**src/logic/slp_pkg.sv**
```systemverilog
// package: strap latch and misc pin constants and carrier types
package slp_pkg;

  // ===========================================================================
  // strap field positions in the latched strap word
  localparam int STRAP_W          = 5;
  localparam int STRAP_ROM_KIND   = 0;
  localparam int STRAP_SIZE_LO    = 1;
  localparam int STRAP_SIZE_HI    = 2;
  localparam int STRAP_XOVER1     = 3;
  localparam int STRAP_XOVER2     = 4;
  // pull-up straps default high, rom kind and size default low
  localparam logic [4:0] STRAP_RESET = 5'h18;

  // ===========================================================================
  // gpio pin configuration codes
  localparam int GPIO_N = 4;
  typedef enum logic [1:0] {
    SLP_PIN_INPUT     = 2'b00,
    SLP_PIN_PUSH_PULL = 2'b01,
    SLP_PIN_OPEN_DRN  = 2'b10
  } slp_pin_mode_t;

  // ===========================================================================
  // latch sequencer states
  typedef enum logic [1:0] {
    SLP_ST_RESET = 2'b00,
    SLP_ST_LATCH = 2'b01,
    SLP_ST_RUN   = 2'b10
  } slp_state_t;

  // interrupt / wake output control group
  typedef struct packed {
    logic enable;     // source enable
    logic act_high;   // polarity
    logic push_pull;  // 1 push-pull, 0 open drain
  } slp_outcfg_t;

  // tri-state pin result
  typedef struct packed {
    logic o;
    logic oe;
  } slp_drive_t;

endpackage

```
**src/logic/slp_strap_misc.sv**
```systemverilog
// file: strap latching, serial rom select, gpio, interrupt and wake pins
// How it works
// - rom select pin follows the three-wire select in kind 0, else low.
// - straps are caught when power-on or pin reset releases; used as defaults.
// - latched low size strap is bit 0 of the rom size selection.
// - per port, crossover off if its strap latched low, on if high.
// - the rom loader may replace latched strap values after reset.
// - each upper gpio is push-pull, open-drain or schmitt input.
// - gpio input buffer only enabled while configured as input.
// - interrupt polarity, source and output type are programmable.
// - pin reset low resets the block; internal power-on reset also.
// - wake output asserts on wake events when enabled; polarity, type set.
// - rom kind strap: 0 three-wire, 1 two-wire.
// - high size strap is the upper size bit, ignored in two-wire mode.
`timescale 1ns/10ps
`default_nettype none

module slp_strap_misc #(
  parameter int GPIO_N    = slp_pkg::GPIO_N,
  parameter int POR_WAIT  = 16
) (
  input  wire logic                            clk,
  input  wire logic                            rst_b,
  input  wire logic                            clk_en,
  input  wire logic                            power_on_reset_low_in,
  input  wire logic                            system_reset_low_in,
  input  wire logic [slp_pkg::STRAP_W-1:0]     strap_pins_in,
  input  wire logic                            loader_override_stb,
  input  wire logic [slp_pkg::STRAP_W-1:0]     loader_override_mask,
  input  wire logic [slp_pkg::STRAP_W-1:0]     loader_override_val,
  input  wire logic                            rom_select_req,
  input  wire logic [2*GPIO_N-1:0]             gpio_mode_cfg,
  input  wire logic [GPIO_N-1:0]               gpio_out_data,
  input  wire logic [GPIO_N-1:0]               gpio_pin_in,
  input  wire logic [1:0]                      irq_source_sel,
  input  wire logic [3:0]                      irq_sources,
  input  wire logic                            irq_cfg_enable,
  input  wire logic                            irq_cfg_act_high,
  input  wire logic                            irq_cfg_push_pull,
  input  wire logic                            wake_event_enable_bit,
  input  wire logic                            wake_cfg_act_high,
  input  wire logic                            wake_cfg_push_pull,
  input  wire logic                            wake_detect,
  output logic                                 chip_reset_active,
  output logic                                 serial_rom_select_out,
  output logic                                 rom_two_wire,
  output logic [1:0]                           rom_size_sel,
  output logic                                 port1_crossover_en,
  output logic                                 port2_crossover_en,
  output logic [GPIO_N-1:0]                    gpio_pin_out,
  output logic [GPIO_N-1:0]                    gpio_pin_oe,
  output logic [GPIO_N-1:0]                    gpio_in_buf_en,
  output logic [GPIO_N-1:0]                    gpio_data_in,
  output logic                                 irq_pin_out,
  output logic                                 irq_pin_oe,
  output logic                                 wake_event_out,
  output logic                                 wake_event_oe
);

  // ===========================================================================
  // elaboration checks
  if (GPIO_N < 1 || GPIO_N > 16) begin : g_chk_gpio
    $error("GPIO_N out of range");
  end
  if (POR_WAIT < 2 || POR_WAIT > 255) begin : g_chk_por
    $error("POR_WAIT out of range");
  end

  // ===========================================================================
  // state record
  typedef struct packed {
    slp_pkg::slp_state_t           st;
    logic [7:0]                    por_cnt;
    logic [2:0]                    prst_sync;
    logic                          prst_q;
    logic [2:0]                    system_reset_low_in_sync;
    logic                          system_reset_low_in_q;
    logic [slp_pkg::STRAP_W-1:0]   strap;
    logic [GPIO_N-1:0]             gin_s1;
    logic [GPIO_N-1:0]             gin_s2;
    logic [GPIO_N-1:0]             gin_s3;
    logic [GPIO_N-1:0]             gin_q;
    logic                          rom_sel;
    logic                          irq_act;
    logic                          wake_act;
  } slp_core_t;

  slp_core_t core_reg;
  slp_core_t core_next;

  // pin mode decode, used by every gpio lane
  function automatic slp_pkg::slp_pin_mode_t pin_mode(
    input logic [2*GPIO_N-1:0] cfg,
    input int                  idx
  );
    logic [1:0] code;
    code = cfg[2*idx +: 2];
    case (code)
      2'b01:   pin_mode = slp_pkg::SLP_PIN_PUSH_PULL;
      2'b10:   pin_mode = slp_pkg::SLP_PIN_OPEN_DRN;
      default: pin_mode = slp_pkg::SLP_PIN_INPUT;
    endcase
  endfunction

  logic in_reset;
  logic release_now;

  // chip reset held while either synchronised reset source reads low
  assign in_reset    = ~core_reg.prst_q | ~core_reg.system_reset_low_in_q;
  assign release_now = (core_reg.st == slp_pkg::SLP_ST_LATCH) &&
                       (core_reg.por_cnt == 8'h00);

  // ===========================================================================
  // next state
  always_comb begin
    core_next = core_reg;
    // three-flop synchronisers; change accepted when stages two and three agree
    core_next.prst_sync = {core_reg.prst_sync[1:0], power_on_reset_low_in};
    core_next.system_reset_low_in_sync = {core_reg.system_reset_low_in_sync[1:0], system_reset_low_in};
    core_next.gin_s1    = gpio_pin_in;
    core_next.gin_s2    = core_reg.gin_s1;
    core_next.gin_s3    = core_reg.gin_s2;
    if (core_reg.prst_sync[1] == core_reg.prst_sync[2]) begin
      core_next.prst_q = core_reg.prst_sync[2];
    end
    if (core_reg.system_reset_low_in_sync[1] == core_reg.system_reset_low_in_sync[2]) begin
      core_next.system_reset_low_in_q = core_reg.system_reset_low_in_sync[2];
    end
    for (int i = 0; i < GPIO_N; i++) begin
      if (core_reg.gin_s2[i] == core_reg.gin_s3[i]) begin
        core_next.gin_q[i] = core_reg.gin_s3[i];
      end
    end

    // sequencer: wait out a settle period, then catch the straps once
    case (core_reg.st)
      slp_pkg::SLP_ST_RESET: begin
        core_next.por_cnt = 8'(POR_WAIT - 1);
        if (!in_reset) begin
          core_next.st = slp_pkg::SLP_ST_LATCH;
        end
      end
      slp_pkg::SLP_ST_LATCH: begin
        core_next.por_cnt = core_reg.por_cnt - 8'h01;
        if (in_reset) begin
          core_next.st = slp_pkg::SLP_ST_RESET;
        end else if (release_now) begin
          core_next.strap = strap_pins_in;
          core_next.st    = slp_pkg::SLP_ST_RUN;
        end
      end
      slp_pkg::SLP_ST_RUN: begin
        if (in_reset) begin
          core_next.st = slp_pkg::SLP_ST_RESET;
        end else if (loader_override_stb) begin
          // only the loader may alter latched values after the catch
          core_next.strap = (core_reg.strap & ~loader_override_mask) |
                    (loader_override_val & loader_override_mask);
        end
      end
      default: core_next.st = slp_pkg::SLP_ST_RESET;
    endcase

    // decided from the next state so requests drop on the reset edge itself
    if (core_next.st != slp_pkg::SLP_ST_RUN) begin
      core_next.rom_sel  = 1'b0;
      core_next.irq_act  = 1'b0;
      core_next.wake_act = 1'b0;
    end else begin
      core_next.rom_sel  = rom_select_req &
                           ~core_next.strap[slp_pkg::STRAP_ROM_KIND];
      core_next.irq_act  = irq_sources[irq_source_sel];
      core_next.wake_act = wake_detect;
    end
  end

  // ===========================================================================
  // state register; clock enable freezes everything
  always_ff @(posedge clk or negedge rst_b) begin
    if (!rst_b) begin
      core_reg           <= '0;
      core_reg.strap     <= slp_pkg::STRAP_RESET;
      core_reg.st        <= slp_pkg::SLP_ST_RESET;
    end else if (clk_en) begin
      core_reg <= core_next;
    end
  end

  // ===========================================================================
  // strap decode
  assign chip_reset_active     = core_reg.st != slp_pkg::SLP_ST_RUN;
  assign rom_two_wire          = core_reg.strap[slp_pkg::STRAP_ROM_KIND];
  assign rom_size_sel[0]       = core_reg.strap[slp_pkg::STRAP_SIZE_LO];
  // high bit means nothing to a two-wire part, so report it as zero there
  assign rom_size_sel[1]       = core_reg.strap[slp_pkg::STRAP_SIZE_HI] &
                                 ~core_reg.strap[slp_pkg::STRAP_ROM_KIND];
  assign port1_crossover_en    = core_reg.strap[slp_pkg::STRAP_XOVER1];
  assign port2_crossover_en    = core_reg.strap[slp_pkg::STRAP_XOVER2];
  assign serial_rom_select_out = core_reg.rom_sel;

  // ===========================================================================
  // gpio lanes
  always_comb begin
    for (int i = 0; i < GPIO_N; i++) begin
      case (pin_mode(gpio_mode_cfg, i))
        slp_pkg::SLP_PIN_PUSH_PULL: begin
          gpio_pin_out[i]   = gpio_out_data[i];
          gpio_pin_oe[i]    = 1'b1;
          gpio_in_buf_en[i] = 1'b0;
        end
        slp_pkg::SLP_PIN_OPEN_DRN: begin
          gpio_pin_out[i]   = 1'b0;
          gpio_pin_oe[i]    = ~gpio_out_data[i];
          gpio_in_buf_en[i] = 1'b0;
        end
        default: begin
          gpio_pin_out[i]   = 1'b0;
          gpio_pin_oe[i]    = 1'b0;
          gpio_in_buf_en[i] = 1'b1;
        end
      endcase
      // a disabled buffer reads zero rather than a floating pin
      gpio_data_in[i] = core_reg.gin_q[i] & gpio_in_buf_en[i];
    end
  end

  // ===========================================================================
  // interrupt and wake pins
  slp_pkg::slp_outcfg_t irq_cfg;
  slp_pkg::slp_outcfg_t wake_cfg;
  slp_pkg::slp_drive_t  irq_drv;
  slp_pkg::slp_drive_t  wake_drv;

  assign irq_cfg  = '{enable: irq_cfg_enable, act_high: irq_cfg_act_high,
                      push_pull: irq_cfg_push_pull};
  assign wake_cfg = '{enable: wake_event_enable_bit,
                      act_high: wake_cfg_act_high,
                      push_pull: wake_cfg_push_pull};

  slp_out_pin u_irq_pin (
    .active (core_reg.irq_act),
    .cfg    (irq_cfg),
    .pin    (irq_drv)
  );

  slp_out_pin u_wake_pin (
    .active (core_reg.wake_act),
    .cfg    (wake_cfg),
    .pin    (wake_drv)
  );

  assign irq_pin_out    = irq_drv.o;
  assign irq_pin_oe     = irq_drv.oe;
  assign wake_event_out = wake_drv.o;
  assign wake_event_oe  = wake_drv.oe;
endmodule

`default_nettype wire

```
**src/logic/slp_out_pin.sv**
```systemverilog
// file: programmable polarity / type request output pin
`timescale 1ns/10ps
`default_nettype none

module slp_out_pin (
  input  wire logic                 active,
  input  wire slp_pkg::slp_outcfg_t cfg,
  output slp_pkg::slp_drive_t       pin
);

  logic asserted;

  // inactive level follows programmed polarity until a source is live
  assign asserted = cfg.enable & active;

  // open drain drives only the low level, floats the high level
  always_comb begin
    if (cfg.push_pull) begin
      pin.o  = asserted ~^ cfg.act_high;
      pin.oe = 1'b1;
    end else begin
      pin.o  = 1'b0;
      pin.oe = asserted ? ~cfg.act_high : cfg.act_high;
    end
  end

endmodule

`default_nettype wire

```
**config.mk**
```make
export PLATFORM = sky130hd
export DESIGN_NAME = slp_strap_misc
export DESIGN_NICKNAME = d
export VERILOG_FILES = /design/src/logic/slp_pkg.sv /design/src/logic/slp_strap_misc.sv /design/src/logic/slp_out_pin.sv
export SDC_FILE = /design/constraint.sdc
export NUM_CORES = 1
export LEC_CHECK = 0
export BUFFER_PORTS_ARGS = -buffer_cell sky130_fd_sc_hd__buf_2
export CAP_MARGIN = 20
export CORE_MARGIN = 3
export CORE_UTILIZATION = 39
export DETAILED_ROUTE_END_ITERATION = 12
export PLACE_DENSITY_LB_ADDON = 0.3
export SLEW_MARGIN = 20
export SYNTH_ARGS = -nofsm -noshare
export SYNTH_HDL_FRONTEND = slang
export SYNTH_SLANG_ARGS = --single-unit
export TNS_END_PERCENT = 1
```
**constraint.sdc**
```tcl
create_clock -name clk -period 2.85 [get_ports clk]
set_clock_uncertainty 0.15 [all_clocks]
set_input_delay 0.57 -clock clk [delete_from_list [all_inputs] [get_ports clk]]
set_output_delay 0.57 -clock clk [all_outputs]
set_load 0.01 [all_outputs]
```
==> results of run 1 <==
through the flow:
| step | util (%) | instance area (um^2) | setup WS [ns] | power, mW | std cells |
|---|---|---|---|---|---|
| floorplan | - | 2440 | 0.793 | 1.23 | 251 |
| global placement | 48.1 | 2880 | 0.754 | 1.39 | 396 |
| detailed placement | 48.1 | 2880 | 0.733 | 1.41 | 396 |
| CTS | 49.9 | 2990 | 0.725 | 1.89 | 404 |
| global route | 49.9 | 2990 | 0.567 | 2.00 | 404 |
| finish | 49.9 | 2990 | 0.723 | 1.86 | 404 |
layout make-up:
| class | instances | area share, % |
|---|---|---|
| Multi-Input combinational cell | 174 | 41.3 |
| Inverter | 26 | 3.26 |
| Timing Repair Buffer | 79 | 13.4 |
| Tap cell | 75 | 3.14 |
| Sequential cell | 42 | 35.2 |
| Clock inverter | 3 | 1.34 |
| Clock buffer | 5 | 2.30 |
worst max path at each step:
stage,slack [ns],end
2_1_floorplan,0.79,core_reg[21]$_DFFE_PN0P_
3_3_place_gp,0.75,core_reg[21]$_DFFE_PN0P_
3_5_place_dp,0.73,core_reg[21]$_DFFE_PN0P_
4_1_cts,0.73,chip_reset_active
5_1_grt,0.57,rom_size_sel[0]$_DFFE_PN0P_
6_report,0.72,rom_size_sel[0]$_DFFE_PN0P_
layout by cell type, fill, tap and decap left out, types with 4 or more instances in the layout:
| cell type | count |
|---|---|
| o21ai_0 | 21 |
| a21oi_1 | 17 |
| ha_1 | 14 |
| clkbuf_8 | 5 |
| inv_1 | 26 |
| mux2_2 | 20 |
| nand4_1 | 5 |
| nand2b_1 | 4 |
| buf_2 | 77 |
| nand2_1 | 19 |
| xor2_1 | 4 |
| nor2_1 | 15 |
| and2_1 | 11 |
| xnor2_1 | 4 |
| dfrtp_1 | 40 |
cell usage after synthesis (all sizes together) (4+ instances only):
library cell  number
xnor2              4
clkbuf             6
nand4              5
a21oi             18
nor4               4
and2              11
mux2              20
ha                14
o21ai             22
xor2               4
nor2              15
inv               26
nand2b             4
dfrtp             40
nand2             19
logic make-up after synthesis:
family	Yosys count	synth area share (%)
adder cells (fa/ha/maj)	14	7.17
AO/OA/AOI/OAI	57	14.0
XOR/XNOR	8	2.87
buffers and inverters	35	6.35
flip-flops	42	43.1
multiplexers	22	10.5
AND/OR/NAND/NOR	73	16.0
report_power, final:
part           internal (mW)  switching (mW)
clock                  0.258           0.200
sequential             0.706           0.120
combinational          0.250           0.324
routing by layer:
metal  vias to the layer above  wire length (um)
li1                       1020                 -
met1                       940              2260
met2                        71              2430
met3                         6               401
met4                         0                56
met5                         -                 0
critical path, stage by stage (launching register included):
cell	delay, ns
dfrtp_1	0.44
nor4_2	0.59
nand3_1	0.18
a21oi_2	0.30
mux2_2	0.36
==> impl_metrics.py, run 1 <==
metrics = {
    "logic_synthesis": {
        "synth_cell_types": 48,
        "netlist_area_um2": 2440,
        "yosysWarningCount": 0,
        "synth_top_area_share_pct": 41.0,
        "synth_edf_count": 0,
        "yosysTopAreaCell": "dfrtp_1",
        "ys_seq_elements": 42,
        "synth_area_leaders": "dfrtp_1, mux2_2, ha_1",
        "synthArstFlopShare_pct": 100,
        "synthCells": 251,
        "ys_seq_area_share_pct": 43.1,
        "synthesis.nets": 316,
        "postSynthAreaPerCell_um2": 9.74,
        "synth_ff_type": "dfrtp_1",
    },
    "clocking": {
        "cts_hold_repair.buffers": 0,
        "clock-sinks": 42,
        "cts_tree": "built",
        "clk_latency_ns": 0.29,
        "clock_path_buffers": 2,
        "post_cts_buffers": 0,
        "clk_pin_slew_worst_paths_ns": 0.08,
        "cts_made_buffers": 5,
        "post_cts_resized": 0,
        "cts-root-buf": "clkbuf_8",
        "h-tree-depth": 2,
    },
    "global_routing": {
        "grtUsageMet1_pct": 20.1,
        "grt_pass1_wl_um": 8950,
        "grt_max_degree": 43,
        "grt_use_total_pct": 15.0,
        "grt-busiest-layer": "met2",
        "met2_usage_pct": 24.3,
        "grtUsageMet3_pct": 3.59,
        "overflow": 0,
        "grt_pass1_vias": 1947,
        "antenna_found_initial": 0,
    },
    "sta": {
        "hold_violations": 0,
        "final.min_clock_period_ns": 2.13,
        "tightest_slew_ns": 0.941,
        "slew_violations": 0,
        "fmax_mhz": 470,
        "whs_ns": 0.269,
        "min_period_over_period_pct": 74.6,
        "tns_ns": 0,
        "grt_setup_unrepaired": "false",
        "finalSetupViolations": 0,
        "slew_headroom_pct": 37.3,
    },
    "die": {
        "start_util_pct": 40.8,
        "ioPinCount": 78,
        "num_rows": 28,
        "core_um2": 5990,
        "die-width_um": 85.2,
        "die_h_um": 85.2,
        "dieArea_um2": 7250,
    },
    "detailed_routing": {
        "vias": 2037,
        "drc": 0,
        "drt-total-wl_um": 5160,
        "drt-initial-drc-count": 77,
        "first_pass_iters": 4,
        "drt.antenna.violating_nets": 0,
        "vias_per_cell": 5.04,
        "wl_per_cell_um": 12.8,
    },
    "placed_design": {
        "place_congestion": 0.776,
        "numPortBuffers": 77,
        "hpwl_um": 3890,
    },
    "setup_path": {
        "start_kind": "flip-flop",
        "worstSetupStartpoint": "core_reg[35]$_DFFE_PN0P_",
        "cp_max_fo": 6,
        "critPathKind": "flip-flop to flip-flop",
        "reg2regPathDepth": 4,
        "rr_endpoint": "rom_size_sel[0]$_DFFE_PN0P_",
        "worstPathRequired_ns": 2.88,
        "reg2reg_from": "core_reg[35]$_DFFE_PN0P_",
        "critical_path_arrival_ns": 2.16,
        "rrSetupSlack_ns": 0.72,
        "endpoint_kind": "flip-flop",
    },
    "cells_and_area": {
        "diodes": 0,
        "final_net_count": 393,
        "multiInputGateArea_um2": 1230,
        "drive_gt1_share_pct": 35.6,
        "largest_reg_flops": 25,
        "fillers": 576,
        "area_delta_synth_final_pct": 22.3,
        "seq_area_um2": 1050,
    },
    "status": {
        "outcome": "finished clean",
    },
    "flow_run": {
        "max_cap_viol_count": 0,
    },
    "pwr": {
        "power_leakage_nw": 1.46,
        "power_density_nw_per_um2": 622,
        "max-vdd-ir-drop_mv": 0.307,
    },
    "min_path": {
        "hp-class": "input pin to async pin",
    },
}
No activity file was read; power rests on OpenSTA's default activity.
==> inputs of run 2 (changes only) <==
Settings changed: ABC_AREA from default to 1.
Clock period 2.85 ns to 1.8 ns, I/O delays scaled along.
==> run 2 against run 1 <==
Sequential cell count stayed put. Synthesized area is 0.56% lower. Critical endpoint is now chip_reset_active. Combinational power is 32% higher. Setup slack worse by 0.69 ns. Register-to-register slack worse by 0.66 ns. Total power is 37% higher. Sequential power is 42% higher. Sequential share of layout area is 1.4 points lower.
==> impl_metrics.py, run 2 <==
metrics = {
    "status": {
        "outcome": "finished clean",
    },
    "pwr": {
        "max-vdd-ir-drop_mv": 0.407,
        "total_power_mw": 2.54,
        "power_leakage_nw": 1.79,
        "power_density_nw_per_um2": 815,
    },
    "logic_synthesis": {
        "synth_top_cells_by_count": "nand2_1, inv_1, dfrtp_1",
        "postSynthAreaPerCell_um2": 7.69,
        "netlist_area_um2": 2430,
        "yosysWarningCount": 0,
        "ys_seq_area_share_pct": 43.4,
        "yosysTopAreaCell": "dfrtp_1",
        "synth_area_leaders": "dfrtp_1, nand2_1, inv_1",
        "synth_top_area_share_pct": 41.2,
        "synth_cell_types": 34,
        "synth.most_common_cell": "nand2_1",
        "synthArstFlopShare_pct": 100,
        "synthCells": 316,
        "synth_edf_count": 0,
        "synthesis.nets": 381,
        "ys_seq_elements": 42,
        "synth_ff_type": "dfrtp_1",
    },
    "sta": {
        "hold_violations": 0,
        "whs_ns": 0.124,
        "finalSetupViolations": 0,
        "setup_ws_ns": 0.0288,
        "slew_headroom_pct": 69.3,
        "tightest_slew_ns": 0.461,
        "grt_setup_unrepaired": "true",
        "tns_ns": 0,
        "min_period_over_period_pct": 98.4,
        "fmax_mhz": 565,
        "final.min_clock_period_ns": 1.77,
        "slew_violations": 0,
    },
    "die": {
        "num_rows": 28,
        "core_um2": 5990,
        "start_util_pct": 40.6,
        "die-width_um": 84.9,
        "dieArea_um2": 7210,
        "die_h_um": 84.9,
        "ioPinCount": 78,
    },
    "clocking": {
        "clk_pin_slew_worst_paths_ns": 0.08,
        "clock-sinks": 42,
        "clock_path_buffers": 2,
        "clk_latency_ns": 0.28,
        "h-tree-depth": 2,
        "cts_made_buffers": 5,
        "cts-root-buf": "clkbuf_8",
        "cts_tree": "built",
    },
    "global_routing": {
        "overflow": 0,
        "grt_use_total_pct": 14.4,
        "grt_pass1_wl_um": 8600,
        "grt_max_degree": 23,
        "grt_pass1_vias": 2047,
        "antenna_found_initial": 0,
    },
    "setup_path": {
        "cp_max_fo": 4,
        "path_cells": "inv_1, ha_2, inv_2, buf_2",
        "critPathKind": "flip-flop to primary output",
        "worstPathRequired_ns": 1.29,
        "crit_path_max_incr_delay_ns": 0.41,
        "slowest_stage": "dfrtp_1",
        "endpoint_kind": "primary output",
        "critical_path_arrival_ns": 1.26,
        "start_kind": "flip-flop",
    },
    "cells_and_area": {
        "fillers": 610,
        "mostFrequentLayoutCells": "nand2_1, buf_2, inv_1, dfrtp_1, o21ai_0",
        "diodes": 0,
        "area_delta_synth_final_pct": 28.2,
        "final_cells": 482,
        "drive_gt1_share_pct": 31.7,
        "final_common_cell": "nand2_1",
        "final_net_count": 471,
        "largest_reg_flops": 25,
    },
    "min_path": {
        "hp-class": "input pin to flip-flop",
    },
    "detailed_routing": {
        "vias_per_cell": 4.59,
        "drt-initial-drc-count": 102,
        "drc": 0,
        "vias": 2211,
        "wl_per_cell_um": 10.4,
        "drt-total-wl_um": 5010,
        "drt.antenna.violating_nets": 0,
        "first_pass_iters": 4,
    },
    "placed_design": {
        "dp_slack_ns": -0.0249,
        "place_congestion": 0.813,
        "numPortBuffers": 77,
        "hpwl_um": 3900,
        "dp_cells": 469,
    },
    "flow_run": {
        "max_cap_viol_count": 0,
    },
}
run 2: cells by family after synthesis:
kind of cell,share of synthesized area (%)
xor gates and xnor gates,1.08
adders and majority gates,7.21
AOI/OAI and AO/OA,10.9
DFF,43.4
buffers and inverters,9.11
and+or+nand+nor,28.3
run 2: report_power, final:
group          leakage [nW]  switching, mW  internal, mW  total, mW
logic                  1.22          0.427         0.328      0.755
registers             0.518         0.0943          1.07       1.17
clock network        0.0482          0.305         0.309      0.614
run 2: metal layers:
metal / global-route usage [%] / vias up / part of all wire (%)
li1: - / 1165 / -
met1: 18.1 / 977 / 45
met2: 24.7 / 65 / 47
met3: 3.69 / 4 / 6.7
met4: 3.45 / 0 / 0.92
met5: 0 / - / 0
run 2: area by class of cell:
cell class	instances	area, um^2	share of cell area, %
Inverter	50	188	6.03
Sequential cell	42	1050	33.8
Timing Repair Buffer	90	492	15.8
Multi-Input combinational cell	217	1200	38.4
Tap cell	75	93.8	3.01
Clock buffer	7	86.3	2.77
Clock inverter	1	5.00	0.161
run 2: critical path, delay by kind of cell, from the launching register on:
| family | cells | cell delay, ns |
|---|---|---|
| flops | 1 | 0.41 |
| fa+ha+maj | 1 | 0.23 |
| buf+inv | 3 | 0.34 |
run 2: timing repair:
action,CTS,global route
hold buffers,1,0
cloned,0,0
endpoints found under the setup margin,5,14
endpoints found under the hold margin,15,0
buffers inserted,0,4
gates resized for setup,1,11
pin swaps,0,4
run 2: through the flow:
stage | utilization, % | area [um^2]
final | 52.0 | 3110
after global routing | 52.0 | 3110
after floorplan | - | 2430
after CTS | 50.7 | 3040
after global placement | 49.0 | 2940
after detailed placement | 49.0 | 2940
run 2: final timing paths:
check | cells after the start | end | slack, ns | startpoint
max | 4 | chip_reset_active | 0.03 | core_reg[40]$_DFFE_PN0P_
min | 3 | core_next[13]$_DFFE_PN0P_ | 0.12 | gpio_pin_in[2]
max in group asynchronous | 3 | core_next[30]$_DFFE_PN0P_ | 0.55 | rst_b
min reg2reg | 2 | core_next[12]$_DFFE_PN0P_ | 0.32 | core_next[12]$_DFFE_PN0P_
max reg2reg | 8 | port1_crossover_en$_DFFE_PN1P_ | 0.06 | core_reg[40]$_DFFE_PN0P_
min in group asynchronous | 2 | core_reg[38]$_DFFE_PN0P_ | 0.40 | rst_b
